$ cat config.mk
export PLATFORM = sky130hd
export DESIGN_NAME = lvpmc_top
export DESIGN_NICKNAME = d
export VERILOG_FILES = /design/src/inc/lvpmc_pkg.sv /design/src/verilog/lvpmc_sticky_flag.sv /design/src/verilog/lvpmc_top.sv /design/src/verilog/lvpmc_write_once.sv
export VERILOG_INCLUDE_DIRS = /design/src /design/src/inc
export SDC_FILE = /design/constraint.sdc
export NUM_CORES = 1
export LEC_CHECK = 0
export BUFFER_PORTS_ARGS = -buffer_cell sky130_fd_sc_hd__buf_2
export CORE_ASPECT_RATIO = 0.7
export CORE_MARGIN = 4
export CORE_UTILIZATION = 49
export DETAILED_ROUTE_END_ITERATION = 8
export GPL_ROUTABILITY_DRIVEN = 0
export GPL_TIMING_DRIVEN = 0
export PLACE_DENSITY = 0.85
export SETUP_SLACK_MARGIN = 0.05
export SKIP_CTS_REPAIR_TIMING = 1
export SLEW_MARGIN = 10
export SYNTH_ARGS = -nofsm -noshare
export SYNTH_HDL_FRONTEND = slang
export SYNTH_SLANG_ARGS = --single-unit
$ cat constraint.sdc
create_clock -name hclk -period 4.3 [get_ports hclk]
set_input_delay 0.215 -clock hclk [delete_from_list [all_inputs] [get_ports hclk]]
set_output_delay 0.215 -clock hclk [all_outputs]
set_load 0.03 [all_outputs]
$ cat src/inc/lvpmc_defs.svh
`ifndef LVPMC_DEFS_SVH
`define LVPMC_DEFS_SVH

// ********************************
// register byte addresses
// ********************************
`define LVPMC_ADDR_DET_CTRL   12'h000
`define LVPMC_ADDR_WARN_CTRL  12'h004
`define LVPMC_ADDR_IRQ_STATUS 12'h008
`define LVPMC_ADDR_IRQ_MASK   12'h00C
`define LVPMC_ADDR_ENV_STATUS 12'h010

// ********************************
// detect control fields
// ********************************
`define LVPMC_DET_FLAG_BIT    7
`define LVPMC_DET_ACK_BIT     6
`define LVPMC_DET_IRQEN_BIT   5
`define LVPMC_DET_RSTEN_BIT   4
`define LVPMC_DET_STOPEN_BIT  3
`define LVPMC_DET_EN_BIT      2

// ********************************
// warning and power-down fields
// ********************************
`define LVPMC_WRN_FLAG_BIT    7
`define LVPMC_WRN_ACK_BIT     6
`define LVPMC_WRN_DTRIP_BIT   5
`define LVPMC_WRN_WTRIP_BIT   4
`define LVPMC_WRN_PPD_BIT     3
`define LVPMC_WRN_PARTIAL_POWERDOWN_ACK_BIT  2
`define LVPMC_WRN_PDEN_BIT    1
`define LVPMC_WRN_DEPTH_BIT   0

// ********************************
// interrupt status bits
// ********************************
`define LVPMC_IRQ_DET_BIT     0
`define LVPMC_IRQ_WRN_BIT     1
`define LVPMC_IRQ_PPD_BIT     2

// ********************************
// reset values
// ********************************
`define LVPMC_DET_CTRL_RST    8'h1C
`define LVPMC_REG_ZERO        8'h00
`define LVPMC_IRQ_ZERO        3'h0

`endif

$ cat src/inc/lvpmc_pkg.sv
package lvpmc_pkg;

	// ********************************
	// power-down depth
	// ********************************
	typedef enum logic [0:0] {
		LVPMC_FULL_PD    = 1'b0,
		LVPMC_PARTIAL_PD = 1'b1
	} lvpmc_depth_t;

	// ********************************
	// write-once tracking state
	// ********************************
	typedef enum logic [0:0] {
		LVPMC_OPEN   = 1'b0,
		LVPMC_LOCKED = 1'b1
	} lvpmc_once_t;

endpackage

$ cat src/verilog/lvpmc_sticky_flag.sv
`timescale 1ns/100ps
module lvpmc_sticky_flag (
	// clock and reset
	input  wire logic hclk,
	input  wire logic hresetn,
	input  wire logic clk_en,
	// control
	input  wire logic set_i,
	input  wire logic clr_i,
	output logic      flag_o
);

	always_ff @(posedge hclk or negedge hresetn) begin
		if (!hresetn) begin
			flag_o <= 1'b0;
		end else if (clk_en) begin
			// set wins so an event on the ack cycle is kept
			if (set_i) begin
				flag_o <= 1'b1;
			end else if (clr_i) begin
				flag_o <= 1'b0;
			end
		end
	end

endmodule

$ cat src/verilog/lvpmc_top.sv
// Contract
// - detect event sets read-only flag bit 7 while detection enabled
// - writing 1 to detect ack bit 6 clears flag; reads 0
// - interrupt enable bit 5 requests interrupt while detect flag set
// - reset enable bit 4 with detection on forces reset on flag
// - stop enable bit 3 keeps detection running during stop mode
// - enable bit 2 turns detection on and gates flag, reset, stop
// - write-once bits accept first write after reset only
// - warning flag bit 7 sets when supply is below warning trip
// - warning ack bit 6 clears flag only if no warning; reads 0
// - bit 5 selects detect trip; cleared only on power-on reset
// - bit 4 selects warning trip; cleared only on power-on reset
// - partial power-down flag bit 3 sets on exit from partial mode
// - writing 1 to ack bit 2 clears partial power-down flag; reads 0
// - write-once bit 1 enables power-down stop modes
// - write-once bit 0 selects full (0) or partial (1) power-down
`timescale 1ns/100ps
`include "lvpmc_defs.svh"
module lvpmc_top (
	// clock, clock enable and resets
	input  wire logic        hclk,
	input  wire logic        hresetn,
	input  wire logic        por_n,
	input  wire logic        clk_en,
	// ahb-lite slave
	input  wire logic        hsel,
	input  wire logic [11:0] haddr,
	input  wire logic [1:0]  htrans,
	input  wire logic        hwrite,
	input  wire logic [2:0]  hsize,
	input  wire logic [31:0] hwdata,
	input  wire logic        hready,
	output logic      [31:0] hrdata,
	output logic             hreadyout,
	output logic             hresp,
	// comparators and stop sequencer
	input  wire logic        undervoltage_detector,
	input  wire logic        supply_warning,
	input  wire logic        stop_mode,
	input  wire logic        partial_powerdown_exit,
	output logic             detect_trip_select,
	output logic             warning_trip_select,
	output logic             detector_power_on,
	output logic             powerdown_enable,
	output lvpmc_pkg::lvpmc_depth_t powerdown_depth_select,
	// system outputs
	output logic             undervoltage_irq,
	output logic             undervoltage_reset_req,
	output logic             irq
);
	import lvpmc_pkg::*;

	// ********************************
	// helpers
	// ********************************
	function automatic logic hit(input logic [11:0] a, input logic [11:0] r);
		hit = (a[11:2] == r[11:2]);
	endfunction

	// ********************************
	// bus address phase capture
	// ********************************
	logic        wr_q;
	logic        rd_q;
	logic [11:0] addr_q;
	logic        take;
	logic        wr_d;
	logic        bus_rd_d;
	logic [11:0] addr_d;

	// the slave never stalls, so every data phase finishes at once
	assign take      = hsel & hready & htrans[1];
	assign hreadyout = 1'b1;
	assign hresp     = 1'b0;

	// ********************************
	// next data phase
	// ********************************
	always_comb begin
		wr_d     = take & hwrite;
		bus_rd_d = take & ~hwrite;
		addr_d   = haddr;
	end

	always_ff @(posedge hclk or negedge hresetn) begin
		if (!hresetn) begin
			wr_q   <= 1'b0;
			rd_q   <= 1'b0;
			addr_q <= 12'h000;
		end else if (clk_en) begin
			wr_q   <= wr_d;
			rd_q   <= bus_rd_d;
			addr_q <= addr_d;
		end
	end

	logic wr_det;
	logic wr_wrn;
	logic wr_ist;
	logic wr_msk;
	logic [7:0] wd;

	assign wd     = hwdata[7:0];
	assign wr_det = wr_q & hit(addr_q, `LVPMC_ADDR_DET_CTRL);
	assign wr_wrn = wr_q & hit(addr_q, `LVPMC_ADDR_WARN_CTRL);
	assign wr_ist = wr_q & hit(addr_q, `LVPMC_ADDR_IRQ_STATUS);
	assign wr_msk = wr_q & hit(addr_q, `LVPMC_ADDR_IRQ_MASK);

	// ********************************
	// detect control
	// ********************************
	logic det_irqen_q;
	logic det_rsten_q;
	logic det_stopen_q;
	logic det_en_q;
	logic det_irqen_d;
	logic det_rsten_d;
	logic det_stopen_d;
	logic det_en_d;

	localparam logic [7:0] DET_RST = `LVPMC_DET_CTRL_RST;

	// ********************************
	// detect control next value
	// ********************************
	// held unless the detect register is written
	always_comb begin
		det_irqen_d  = det_irqen_q;
		det_rsten_d  = det_rsten_q;
		det_stopen_d = det_stopen_q;
		det_en_d     = det_en_q;
		if (wr_det) begin
			det_irqen_d  = wd[`LVPMC_DET_IRQEN_BIT];
			det_rsten_d  = wd[`LVPMC_DET_RSTEN_BIT];
			det_stopen_d = wd[`LVPMC_DET_STOPEN_BIT];
			det_en_d     = wd[`LVPMC_DET_EN_BIT];
		end
	end

	always_ff @(posedge hclk or negedge hresetn) begin
		if (!hresetn) begin
			det_irqen_q  <= DET_RST[`LVPMC_DET_IRQEN_BIT];
			det_rsten_q  <= DET_RST[`LVPMC_DET_RSTEN_BIT];
			det_stopen_q <= DET_RST[`LVPMC_DET_STOPEN_BIT];
			det_en_q     <= DET_RST[`LVPMC_DET_EN_BIT];
		end else if (clk_en) begin
			det_irqen_q  <= det_irqen_d;
			det_rsten_q  <= det_rsten_d;
			det_stopen_q <= det_stopen_d;
			det_en_q     <= det_en_d;
		end
	end

	// detection runs when enabled, and in stop only when stop enable set
	assign detector_power_on = det_en_q & (~stop_mode | det_stopen_q);

	logic det_flag;
	logic det_set;
	logic det_clr;

	assign det_set = detector_power_on & undervoltage_detector;
	assign det_clr = wr_det & wd[`LVPMC_DET_ACK_BIT];

	lvpmc_sticky_flag u_det_flag (
		.hclk    (hclk),
		.hresetn (hresetn),
		.clk_en  (clk_en),
		.set_i   (det_set),
		.clr_i   (det_clr),
		.flag_o  (det_flag)
	);

	assign undervoltage_irq = det_flag & det_irqen_q;
	// reset request only while enable bit 2 is set, also in stop with detection off; cleared enable blocks it
	assign undervoltage_reset_req = det_flag & det_rsten_q & det_en_q;

	// ********************************
	// trip selects, kept across non-power-on resets
	// ********************************
	always_ff @(posedge hclk or negedge por_n) begin
		if (!por_n) begin
			detect_trip_select  <= 1'b0;
			warning_trip_select <= 1'b0;
		end else if (clk_en && wr_wrn) begin
			detect_trip_select  <= wd[`LVPMC_WRN_DTRIP_BIT];
			warning_trip_select <= wd[`LVPMC_WRN_WTRIP_BIT];
		end
	end

	// ********************************
	// warning flag
	// ********************************
	logic wrn_flag;
	logic wrn_clr;

	// comparator still low keeps the flag, so ack only lands once clear
	assign wrn_clr = wr_wrn & wd[`LVPMC_WRN_ACK_BIT] & ~supply_warning;

	lvpmc_sticky_flag u_wrn_flag (
		.hclk    (hclk),
		.hresetn (hresetn),
		.clk_en  (clk_en),
		.set_i   (supply_warning),
		.clr_i   (wrn_clr),
		.flag_o  (wrn_flag)
	);

	// ********************************
	// partial power-down recovery flag
	// ********************************
	logic ppd_flag;
	logic ppd_clr;

	assign ppd_clr = wr_wrn & wd[`LVPMC_WRN_PARTIAL_POWERDOWN_ACK_BIT];

	lvpmc_sticky_flag u_ppd_flag (
		.hclk    (hclk),
		.hresetn (hresetn),
		.clk_en  (clk_en),
		.set_i   (partial_powerdown_exit),
		.clr_i   (ppd_clr),
		.flag_o  (ppd_flag)
	);

	// ********************************
	// write-once power-down controls
	// ********************************
	logic [1:0] pd_bits;

	lvpmc_write_once u_pd_once (
		.hclk    (hclk),
		.hresetn (hresetn),
		.clk_en  (clk_en),
		.wr_i    (wr_wrn),
		.data_i  ({wd[`LVPMC_WRN_PDEN_BIT], wd[`LVPMC_WRN_DEPTH_BIT]}),
		.value_o (pd_bits)
	);

	assign powerdown_enable = pd_bits[1];
	// depth only matters when power-down is enabled
	assign powerdown_depth_select = lvpmc_depth_t'(pd_bits[0]);

	// ********************************
	// interrupt status and mask
	// ********************************
	logic [2:0] ist_q;
	logic [2:0] msk_q;
	logic [2:0] ev;
	logic [2:0] ev_prev_q;
	logic [2:0] rise;
	logic [2:0] ist_d;
	logic [2:0] msk_d;
	logic [2:0] ist_clr;

	assign ev   = {ppd_flag, wrn_flag, det_flag};
	assign rise = ev & ~ev_prev_q;

	// ********************************
	// status and mask next value
	// ********************************
	always_comb begin
		ist_clr = 3'h0;
		msk_d   = msk_q;
		if (wr_ist) begin
			ist_clr = wd[2:0];
		end
		if (wr_msk) begin
			msk_d = wd[2:0];
		end
		// set beats write-one-to-clear in the same cycle
		ist_d = rise | (ist_q & ~ist_clr);
	end

	always_ff @(posedge hclk or negedge hresetn) begin
		if (!hresetn) begin
			ev_prev_q <= `LVPMC_IRQ_ZERO;
			ist_q     <= `LVPMC_IRQ_ZERO;
		end else if (clk_en) begin
			ev_prev_q <= ev;
			ist_q     <= ist_d;
		end
	end

	always_ff @(posedge hclk or negedge hresetn) begin
		if (!hresetn) begin
			msk_q <= `LVPMC_IRQ_ZERO;
		end else if (clk_en) begin
			msk_q <= msk_d;
		end
	end

	assign irq = |(ist_q & msk_q);

	// ********************************
	// read mux
	// ********************************
	logic [7:0] det_rd;
	logic [7:0] wrn_rd;
	logic [7:0] rd_d;
	logic [31:0] hrdata_d;

	// ack bits read as zero
	assign det_rd = {det_flag, 1'b0, det_irqen_q, det_rsten_q,
			det_stopen_q, det_en_q, 2'b00};
	assign wrn_rd = {wrn_flag, 1'b0, detect_trip_select,
			warning_trip_select, ppd_flag, 1'b0, pd_bits};

	always_comb begin
		rd_d = `LVPMC_REG_ZERO;
		if (hit(haddr, `LVPMC_ADDR_DET_CTRL)) begin
			rd_d = det_rd;
		end else if (hit(haddr, `LVPMC_ADDR_WARN_CTRL)) begin
			rd_d = wrn_rd;
		end else if (hit(haddr, `LVPMC_ADDR_IRQ_STATUS)) begin
			rd_d = {5'h00, ist_q};
		end else if (hit(haddr, `LVPMC_ADDR_IRQ_MASK)) begin
			rd_d = {5'h00, msk_q};
		end else if (hit(haddr, `LVPMC_ADDR_ENV_STATUS)) begin
			rd_d = {4'h0, stop_mode, detector_power_on,
				supply_warning, undervoltage_detector};
		end
	end

	// ********************************
	// read data register
	// ********************************
	// zero outside a read data phase so a stale word never leaks
	always_comb begin
		hrdata_d = 32'h0000_0000;
		if (bus_rd_d) begin
			hrdata_d = {24'h00_0000, rd_d};
		end
	end

	always_ff @(posedge hclk or negedge hresetn) begin
		if (!hresetn) begin
			hrdata <= 32'h0000_0000;
		end else if (clk_en) begin
			hrdata <= hrdata_d;
		end
	end

endmodule

$ cat src/verilog/lvpmc_write_once.sv
`timescale 1ns/100ps
module lvpmc_write_once
	import lvpmc_pkg::*;
(
	// clock and reset
	input  wire logic hclk,
	input  wire logic hresetn,
	input  wire logic clk_en,
	// write port
	input  wire logic wr_i,
	input  wire logic [1:0] data_i,
	output logic [1:0] value_o
);

	lvpmc_once_t state_q;

	always_ff @(posedge hclk or negedge hresetn) begin
		if (!hresetn) begin
			state_q <= LVPMC_OPEN;
			value_o <= 2'b00;
		end else if (clk_en) begin
			case (state_q)
				LVPMC_OPEN: begin
					if (wr_i) begin
						value_o <= data_i;
						state_q <= LVPMC_LOCKED;
					end
				end
				LVPMC_LOCKED: begin
					state_q <= LVPMC_LOCKED;
				end
				default: begin
					state_q <= LVPMC_LOCKED;
				end
			endcase
		end
	end

endmodule
==> results of run 1 <==
## worst register-to-register path, stage by stage, from the launching register on
cell and delay (ns):
dfrtp_1 0.38, or4_1 0.63, nor4_4 0.47, and2b_1 0.24
mux2_2 0.34
## worst paths after layout
check | start | endpoint | slack [ns]
worst max-delay path | addr_q[7]$_DFFE_PN0P_ | u_pd_once.value_o[1]$_DFFE_PN0P_ | 2.14
worst min-delay path | hresetn | ist_q[2]$_DFFE_PN0P_ | 0.002
worst max register to register | addr_q[7]$_DFFE_PN0P_ | u_pd_once.value_o[1]$_DFFE_PN0P_ | 2.14
worst min register to register | ev_prev_q[1]$_DFFE_PN0P_ | ist_q[1]$_DFFE_PN0P_ | 0.46
max in group asynchronous | hresetn | addr_q[11]$_DFFE_PN0P_ | 3.79
min in group hclk | hwdata[3] | det_stopen_q$_DFFE_PN1P_ | 0.16
## placed cells by master (no fill, tap or decap), types with 2 or more instances in the layout
| cell | count |
|---|---|
| buf_2 | 43 |
| dfrtp_1 | 36 |
| buf_4 | 27 |
| conb_1 | 27 |
| mux2_2 | 23 |
| nand2_1 | 9 |
| nor2b_1 | 8 |
| inv_1 | 7 |
| clkbuf_8 | 7 |
| nor4_1 | 5 |
| nand3_1 | 5 |
| nand2b_1 | 4 |
| a211o_1 | 4 |
| clkbuf_1 | 3 |
| o21ai_0 | 3 |
| a221o_1 | 3 |
| dfstp_2 | 3 |
| and2_1 | 2 |
| o2bb2ai_1 | 2 |
| a22o_1 | 2 |
| or2_2 | 2 |
| nor2_1 | 2 |
| a32o_1 | 2 |
| a2111oi_0 | 2 |
| a22oi_1 | 2 |
## routing by layer
metal	share of wire	vias to the layer above	GRT usage
met5	0	-	0
met4	0.012	0	0.0609
met3	0.075	7	0.0474
met2	0.47	59	0.290
met1	0.44	712	0.250
li1	-	723	-
## final cells by class
class | instances | area share
timing repair buffer | 43 | 0.0881
buffer | 31 | 0.0876
inverter | 7 | 0.0105
tap | 52 | 0.0260
sequential | 39 | 0.392
clock buffer | 8 | 0.0401
multi-input combinational | 123 | 0.356
## power by group through the flow
stage	combinational (mW)	clock, mW	sequential, mW
floorplan	0.0915	0	0.409
global placement	0.129	0	0.408
detailed placement	0.131	0	0.409
CTS	0.132	0.273	0.402
global route	0.145	0.290	0.405
finish	0.133	0.272	0.403
## through the flow
stage	setup slack, ns	instance area [um^2]	cells	total power [mW]
after floorplan	2.38	2110	200	0.500
after global placement	2.17	2390	294	0.537
after detailed placement	2.09	2390	294	0.541
after CTS	2.13	2490	302	0.807
after global routing	2.07	2500	303	0.839
final	2.14	2500	303	0.807
## kinds of logic after synthesis
logic type	synth area share
AND/OR/NAND/NOR	0.160
flip-flops	0.485
buffers and inverters	0.121
multiplexers	0.133
AO/OA/AOI/OAI	0.0960
other	0.00372
## flip-flops by register name, indices dropped and copies added, names as in the netlist
signal	count
addr_q	10
u_pd_once.state_q	1
msk_q	3
det_en_q	1
u_det_flag.flag_o	1
ev_prev_q	3
det_irqen_q	1
det_rsten_q	1
u_pd_once.value_o	2
u_ppd_flag.flag_o	1
det_stopen_q	1
warning_trip_select	1
hrdata	7
u_wrn_flag.flag_o	1
wr_q	1
detect_trip_select	1
ist_q	3
==> metrics.csv, run 1 <==
stage,metric,value,unit
status,run_status,finished clean,
pwr,ir_worst_vdd,0.177,mV
worst_setup_path,crit_buf_inv,0,
clock_network,clock_latency,0.29,ns
sta,worst_pin_slew,0.976,ns
yosys,postSynthAreaPerCell,11.5,um^2
sta,setup_tns,0,ns
grt,grt_usage,0.182,
placement,dp_hpwl,3660,um
layout,fillCellCount,352,
detailed_routing,routed_via_density,4.95,
worst_setup_path,cp_max_fo,6,
detailed_routing,drt-total-wl,4600,um
die,io_pins,102,
clock_network,tritoncts,done,
sta,hold_viol,0,
layout,synthToLayoutAreaGrowth,23.7,%
layout,layout-drive-gt1-share,0.438,
worst_hold_path,worst_hold_path_type,in2async,
clock_network,clockBufferDepth,2,
pwr,p_switching,0.222,mW
layout,antenna_cells,0,
pwr,swShare,0.275,
yosys,synth_top_area_share,0.446,
worst_setup_path,max_stage_delay,0.63,ns
detailed_routing,antenna_left,0,
sta,max-slew-margin-rel,0.343,
die,initial_core_util,0.512,
sta,period_share,0.503,
yosys,yosysMostFrequentCell,dfrtp_1,
grt,grt.overflow.total,0,
die,dieArea,0.00523,mm^2
worst_setup_path,cpLargestDelayFamily,simple AND/OR/NAND/NOR gates,
clock_network,clk_pin_slew,0.08,ns
clock_network,htreeDepth,2,
clock_network,cts_sinks,39,
grt,grt_pass1_vias,1443,
pwr,p_int,0.586,mW
yosys,synthTopCellsByCount,"36 x dfrtp_1, 27 x buf_4, 23 x mux2_2, 9 x nand2_1, 8 x nor2b_1",
yosys,yosys_warnings,0,
run,max-cap-violations,0,
pwr,powerDensity,323,mW/mm^2
worst_setup_path,worst_path_max_delay_cell,or4_1,
clock_network,numCtsBuffers,5,
sta,grt_setup_unrepaired,no,
sta,final_max_slew_viol_count,0,
detailed_routing,post_drt_wl_per_cell,15.2,um
layout,nNetsFinal,310,
layout,regArea,980,um^2
yosys,synth_flop_cell,dfrtp_1,
pwr,power_frac_comb,0.165,
worst_setup_path,crit_path_end_kind,flip-flop,
pwr,p_leak,1.29,nW
detailed_routing,num_vias,1501,
worst_setup_path,reg2regPathDepth,4,
layout,multiInputGateArea,888,um^2
yosys,synth_seq_area_share,0.485,
grt,grt_start_max_net_pins,38,
yosys,synth-edff-count,0,
detailed_routing,firstDrtPassIters,4,
sta,setup_viol,0,
sta,clock_skew,0.00831,ns
detailed_routing,drtIter0Drc,70,
die,num_rows,19,
clock_network,cts_root_buf,clkbuf_8,
yosys,ys_types,41,
die,die_w,84.7,um
yosys,ys_top_cells_by_area,"dfrtp_1 45%, mux2_2 13%, buf_4 10%",
yosys,async_flop_share,1.00,
sta,fin_hold_ws,0.00201,ns
yosys,synth.largest_area_cell,dfrtp_1,
yosys,netlist_area,0.00202,mm^2
worst_setup_path,crit_path_start_kind,flip-flop,
worst_setup_path,crit_path_cell_trace,or4_1 -> nor4_4 -> and2b_1 -> mux2_2,
detailed_routing,drcViolationCount,0,
layout,final_core_util,0.633,
sta,fmax,463,MHz
yosys,post_synth_inst_count,175,
pwr,clkPwrFrac,0.337,
worst_setup_path,cp.arrival,2.34,ns
worst_setup_path,required,4.48,ns
yosys,ys_seq_elements,39,
die,design.core.area,0.00395,mm^2
placement,portBuffers,42,
grt,grt_first_pass_wirelength,7080,um
worst_setup_path,worstSetupPathType,reg2reg,
pwr,seqPwrFrac,0.499,
worst_setup_path,path_depth,4,
die,die_y,61.7,um
grt,antenna_found_initial,0,
sta,min_period,2.16,ns
Power figures use the tool's default switching activity.
==> inputs of run 2 (changes only) <==
CORE_UTILIZATION = 45   (was 49)
PLACE_DENSITY = 0.79   (was 0.85)
clock period = 2.2 ns   (was 4.3 ns; I/O delays follow)
==> metrics.csv, run 2 (same netlist as run 1, synthesis figures left out) <==
stage,metric,value,unit
layout,final_cells,308,
detailed_routing,num_vias,1489,
sta,clock_skew,0.00482,ns
sta,setup_viol,0,
worst_setup_path,cp_max_fo,4,
layout,nNetsFinal,312,
pwr,ir_worst_vdd,0.361,mV
layout,final_core_util,0.588,
worst_hold_path,worst_hold_path_type,in2reg,
die,dieArea,0.00564,mm^2
sta,worst_pin_slew,1.05,ns
placement,dp_hpwl,3460,um
sta,final_max_slew_viol_count,0,
die,io_pins,102,
die,initial_core_util,0.466,
pwr,powerDensity,653,mW/mm^2
layout,layout_commonest_cell,buf_2,
layout,design_area,0.00255,mm^2
sta,max-slew-margin-rel,0.292,
layout,largest_register_ffs,10,
layout,reg.largest.list,"addr_q: 10 flops, hrdata: 7 flops",
detailed_routing,firstDrtPassIters,4,
layout,final_cell_mix,"43 x buf_2, 36 x dfrtp_1, 28 x buf_4, 27 x conb_1, 23 x mux2_2",
clock_network,clock_latency,0.29,ns
sta,setup_ws,0.148,ns
worst_setup_path,max_stage_delay,0.58,ns
placement,dpl_cell_area,0.00239,mm^2
sta,period_share,0.933,
worst_setup_path,crit_path_end_kind,flip-flop,
die,design.core.area,0.00433,mm^2
layout,synthToLayoutAreaGrowth,26.1,%
worst_setup_path,cp.arrival,2.24,ns
worst_setup_path,cpLargestDelayFamily,simple AND/OR/NAND/NOR gates,
grt,antenna_found_initial,0,
worst_setup_path,crit_buf_inv,0,
worst_setup_path,path_depth,4,
worst_setup_path,crit_path_cell_trace,or4b_4 -> nor3_2 -> nor3b_4 -> mux2_2,
detailed_routing,drtIter0Drc,49,
clock_network,htreeDepth,2,
detailed_routing,post_drt_wl_per_cell,14.5,um
sta,setup_tns,0,ns
worst_setup_path,worstSetupPathType,reg2reg,
clock_network,clockBufferDepth,2,
worst_hold_path,min_delay_path_depth,2,
pwr,p_leak,1.31,nW
clock_network,clk_pin_slew,0.07,ns
detailed_routing,drcViolationCount,0,
grt,grt_first_pass_wirelength,6880,um
sta,fmax,487,MHz
die,die_w,88.1,um
grt,grt_pass1_vias,1390,
worst_setup_path,worst_path_max_delay_cell,or4b_4,
sta,grt_setup_unrepaired,no,
placement,portBuffers,42,
die,die_y,64.1,um
clock_network,tritoncts,done,
clock_network,cts_sinks,39,
grt,grt_start_max_net_pins,38,
run,max-cap-violations,0,
detailed_routing,antenna_left,0,
layout,layout-drive-gt1-share,0.451,
grt,grt.overflow.total,0,
placement,dpl.cell_count,297,
layout,fillCellCount,369,
worst_setup_path,crit_path_start_kind,flip-flop,
die,num_rows,20,
sta,hold_viol,0,
worst_setup_path,reg2regPathDepth,4,
detailed_routing,routed_via_density,4.83,
grt,grt_usage,0.163,
layout,antenna_cells,0,
worst_setup_path,required,2.38,ns
status,run_status,finished clean,
placement,detailedPlace.worstSlack,0.00302,ns
detailed_routing,drt-total-wl,4460,um
clock_network,cts_root_buf,clkbuf_8,
clock_network,numCtsBuffers,5,
sta,min_period,2.05,ns
layout,regMostFlops,addr_q,
==> run 2: cell types whose count changed in the layout (fill, tap and decap cells not counted) <==
cell and delta:
buf_4 +1, bufinv_16 +1, clkbuf_1 -1, clkbuf_8 -1, clkinv_2 +1, dlygate4sd3_1 +1
nor4_1 -1, nor4_2 +1, or4_1 -1, or4_4 +1
==> run 2: final timing paths <==
check	start	to	slack (ns)
worst max-delay path	addr_q[11]$_DFFE_PN0P_	det_irqen_q$_DFFE_PN0P_	0.15
worst min-delay path	hwdata[5]	det_irqen_q$_DFFE_PN0P_	0.06
worst max register to register	addr_q[11]$_DFFE_PN0P_	det_irqen_q$_DFFE_PN0P_	0.15
worst min register to register	ev_prev_q[1]$_DFFE_PN0P_	ist_q[1]$_DFFE_PN0P_	0.45
max in group asynchronous	hresetn	addr_q[11]$_DFFE_PN0P_	1.25
min in group asynchronous	por_n	detect_trip_select$_DFFE_PN0P_	0.13
==> run 2: worst reg2reg max path, delay by kind of cell (launching register included) <==
kind / cells / cell delay (ns)
AND/OR/NAND/NOR: 3 / 1.19
flip-flops: 1 / 0.39
multiplexers: 1 / 0.37
==> run 2: stage by stage <==
| stage | hold WS (ns) | power [mW] |
|---|---|---|
| after floorplan | -0.186 | 0.977 |
| after global placement | -0.103 | 1.05 |
| after detailed placement | -0.0968 | 1.06 |
| after CTS | -0.421 | 1.67 |
| after global routing | 0.0470 | 1.74 |
| final | 0.0634 | 1.66 |
==> run 2: metal layers <==
layer,global-route usage,part of all wire,up-vias
met4,0.0453,0.0069,0
met2,0.233,0.47,36
met1,0.234,0.47,720
met5,0,0,-
li1,-,-,728
met3,0.0580,0.061,5
==> run 2: power breakdown <==
part | switching [mW] | internal, mW | leakage [nW] | total [mW]
combinational | 0.158 | 0.104 | 0.781 | 0.262
clock | 0.247 | 0.367 | 0.0612 | 0.614
sequential | 0.0304 | 0.756 | 0.464 | 0.787
total | 0.436 | 1.23 | 1.31 | 1.66
==> run 2: cell type report <==
cell class	instances	area, um^2	area share
buffer	31	219	0.0860
clock buffer	6	82.6	0.0324
clock inverter	2	35.0	0.0138
inverter	7	26.3	0.0103
multi-input combinational	123	898	0.353
sequential	39	980	0.385
tap	55	68.8	0.0270
timing repair buffer	45	238	0.0933
==> inputs of run 3 (changes only) <==
clock period = 2.09 ns   (was 2.2 ns; I/O delays follow)
==> metrics.csv, run 3 (same netlist as run 1, synthesis figures left out) <==
stage,metric,value,unit
status,run_status,finished clean,
worst_setup_path,reg2reg_to,u_pd_once.value_o[1]$_DFFE_PN0P_,
detailed_routing,routed_via_density,4.91,
worst_setup_path,reg2reg_slack,0.07,ns
detailed_routing,drt-total-wl,4510,um
sta,hold_viol,0,
grt,grt.overflow.total,0,
die,die_y,64.1,um
sta,min_period,2.02,ns
placement,detailedPlace.worstSlack,-0.101,ns
die,initial_core_util,0.466,
detailed_routing,antenna_left,0,
layout,largest_register_ffs,10,
worst_hold_path,worstHoldEndpoint,u_ppd_flag.flag_o$_DFFE_PN0P_,
die,io_pins,102,
worst_setup_path,cp_max_fo,4,
grt,grt_start_max_net_pins,38,
sta,setup_tns,0,ns
pwr,p_switching,0.460,mW
sta,grt_setup_unrepaired,yes,
placement,dp_hpwl,3460,um
worst_setup_path,r2r_start,addr_q[8]$_DFFE_PN0P_,
worst_setup_path,crit_buf_inv,0,
sta,setup_viol,0,
worst_setup_path,crit_path_cell_trace,or4_4 -> nor4_4 -> and2b_2 -> mux2_4,
grt,use_met1,0.234,
pwr,ir_worst_vdd,0.365,mV
worst_setup_path,cpLargestDelayFamily,simple AND/OR/NAND/NOR gates,
worst_setup_path,reg2regPathDepth,4,
sta,max-slew-margin-rel,0.281,
clock_network,clockBufferDepth,2,
pwr,p_leak,1.33,nW
pwr,p_total,1.76,mW
layout,design_area,0.00257,mm^2
grt,grt_first_pass_wirelength,6880,um
sta,setup_ws,0.0703,ns
worst_setup_path,required,2.27,ns
detailed_routing,drcViolationCount,0,
grt,grt_pass1_vias,1390,
pwr,swShare,0.262,
die,num_rows,20,
placement,portBuffers,42,
layout,layout-drive-gt1-share,0.455,
worst_hold_path,worst_hold_path_type,in2reg,
grt,use_met2,0.233,
clock_network,cts_sinks,39,
clock_network,tritoncts,done,
pwr,power_frac_comb,0.160,
layout,synthToLayoutAreaGrowth,27.4,%
die,dieArea,0.00564,mm^2
clock_network,numCtsBuffers,5,
clock_network,htreeDepth,2,
layout,nNetsFinal,312,
grt,grt.busiest_layer,met1,
run,max-cap-violations,0,
layout,final_cells,308,
layout,layout_commonest_cell,buf_2,
pwr,seqPwrFrac,0.472,
layout,reg.largest.list,"addr_q: 10 flops, hrdata: 7 flops",
grt,met3_usage,0.0580,
detailed_routing,firstDrtPassIters,5,
detailed_routing,drtIter0Drc,62,
worst_hold_path,min_delay_path_depth,2,
worst_setup_path,max_stage_delay,0.59,ns
clock_network,cts_root_buf,clkbuf_8,
sta,fin_hold_ws,0.0552,ns
detailed_routing,num_vias,1513,
worst_hold_path,holdCritStartpoint,partial_powerdown_exit,
sta,fmax,495,MHz
sta,period_share,0.966,
grt,antenna_found_initial,0,
layout,final_core_util,0.595,
sta,final_max_slew_viol_count,0,
pwr,p_int,1.29,mW
pwr,clkPwrFrac,0.368,
grt,grt_usage,0.163,
worst_setup_path,crit_path_end_kind,flip-flop,
sta,worst_pin_slew,1.07,ns
layout,regMostFlops,addr_q,
worst_setup_path,crit_path_start_kind,flip-flop,
worst_setup_path,worst_path_max_delay_cell,or4_4,
clock_network,clk_pin_slew,0.08,ns
clock_network,clock_latency,0.29,ns
placement,dpl_cell_area,0.00239,mm^2
layout,fillCellCount,365,
detailed_routing,post_drt_wl_per_cell,14.6,um
pwr,powerDensity,682,mW/mm^2
layout,antenna_cells,0,
die,design.core.area,0.00433,mm^2
worst_setup_path,cp.arrival,2.20,ns
sta,clock_skew,0.00621,ns
layout,final_cell_mix,"43 x buf_2, 36 x dfrtp_1, 28 x buf_4, 27 x conb_1, 18 x mux2_2",
worst_setup_path,worstSetupPathType,reg2reg,
placement,dpl.cell_count,297,
die,die_w,88.1,um
-- run 3: cell counts in the layout (fill, tap and decap cells not counted) --
No cell type changed its count.
-- run 3: worst max path at each step --
stage,startpoint,end,slack [ns],cells past startpoint
after floorplan,addr_q[7]$_DFFE_PN0P_,u_pd_once.value_o[0]$_DFFE_PN0P_,0.17,4
after global placement,addr_q[7]$_DFFE_PN0P_,u_pd_once.value_o[1]$_DFFE_PN0P_,-0.05,4
after detailed placement,haddr[6],hrdata[7]$_DFFE_PN0P_,-0.10,5
after CTS,addr_q[7]$_DFFE_PN0P_,u_pd_once.value_o[1]$_DFFE_PN0P_,-0.09,4
after global routing,addr_q[8]$_DFFE_PN0P_,u_pd_once.value_o[0]$_DFFE_PN0P_,0.03,4
final,addr_q[8]$_DFFE_PN0P_,u_pd_once.value_o[1]$_DFFE_PN0P_,0.07,4
-- run 3: area by class of cell --
| type | instances | area [um^2] | area share |
|---|---|---|---|
| well taps | 55 | 68.8 | 0.0267 |
| clock buffers | 6 | 82.6 | 0.0321 |
| plain buffers | 31 | 219 | 0.0851 |
| inverters | 7 | 26.3 | 0.0102 |
| repair buffers | 45 | 238 | 0.0924 |
| clock inverters | 2 | 35.0 | 0.0136 |
| multi-input cells | 123 | 925 | 0.359 |
| flip-flops and latches | 39 | 980 | 0.381 |
-- run 3: power by group through the flow --
| stage | combinational [mW] | sequential (mW) | clock (mW) |
|---|---|---|---|
| after global routing | 0.303 | 0.832 | 0.696 |
| after floorplan | 0.188 | 0.841 | 0 |
| after detailed placement | 0.271 | 0.841 | 0 |
| after CTS | 0.272 | 0.827 | 0.664 |
| final | 0.280 | 0.828 | 0.646 |
| after global placement | 0.267 | 0.839 | 0 |
-- run 3: routing by layer --
metal	routed length (um)	up-vias
li1	-	730
met1	2070	732
met2	2070	49
met3	358	2
met4	5	0
met5	0	-
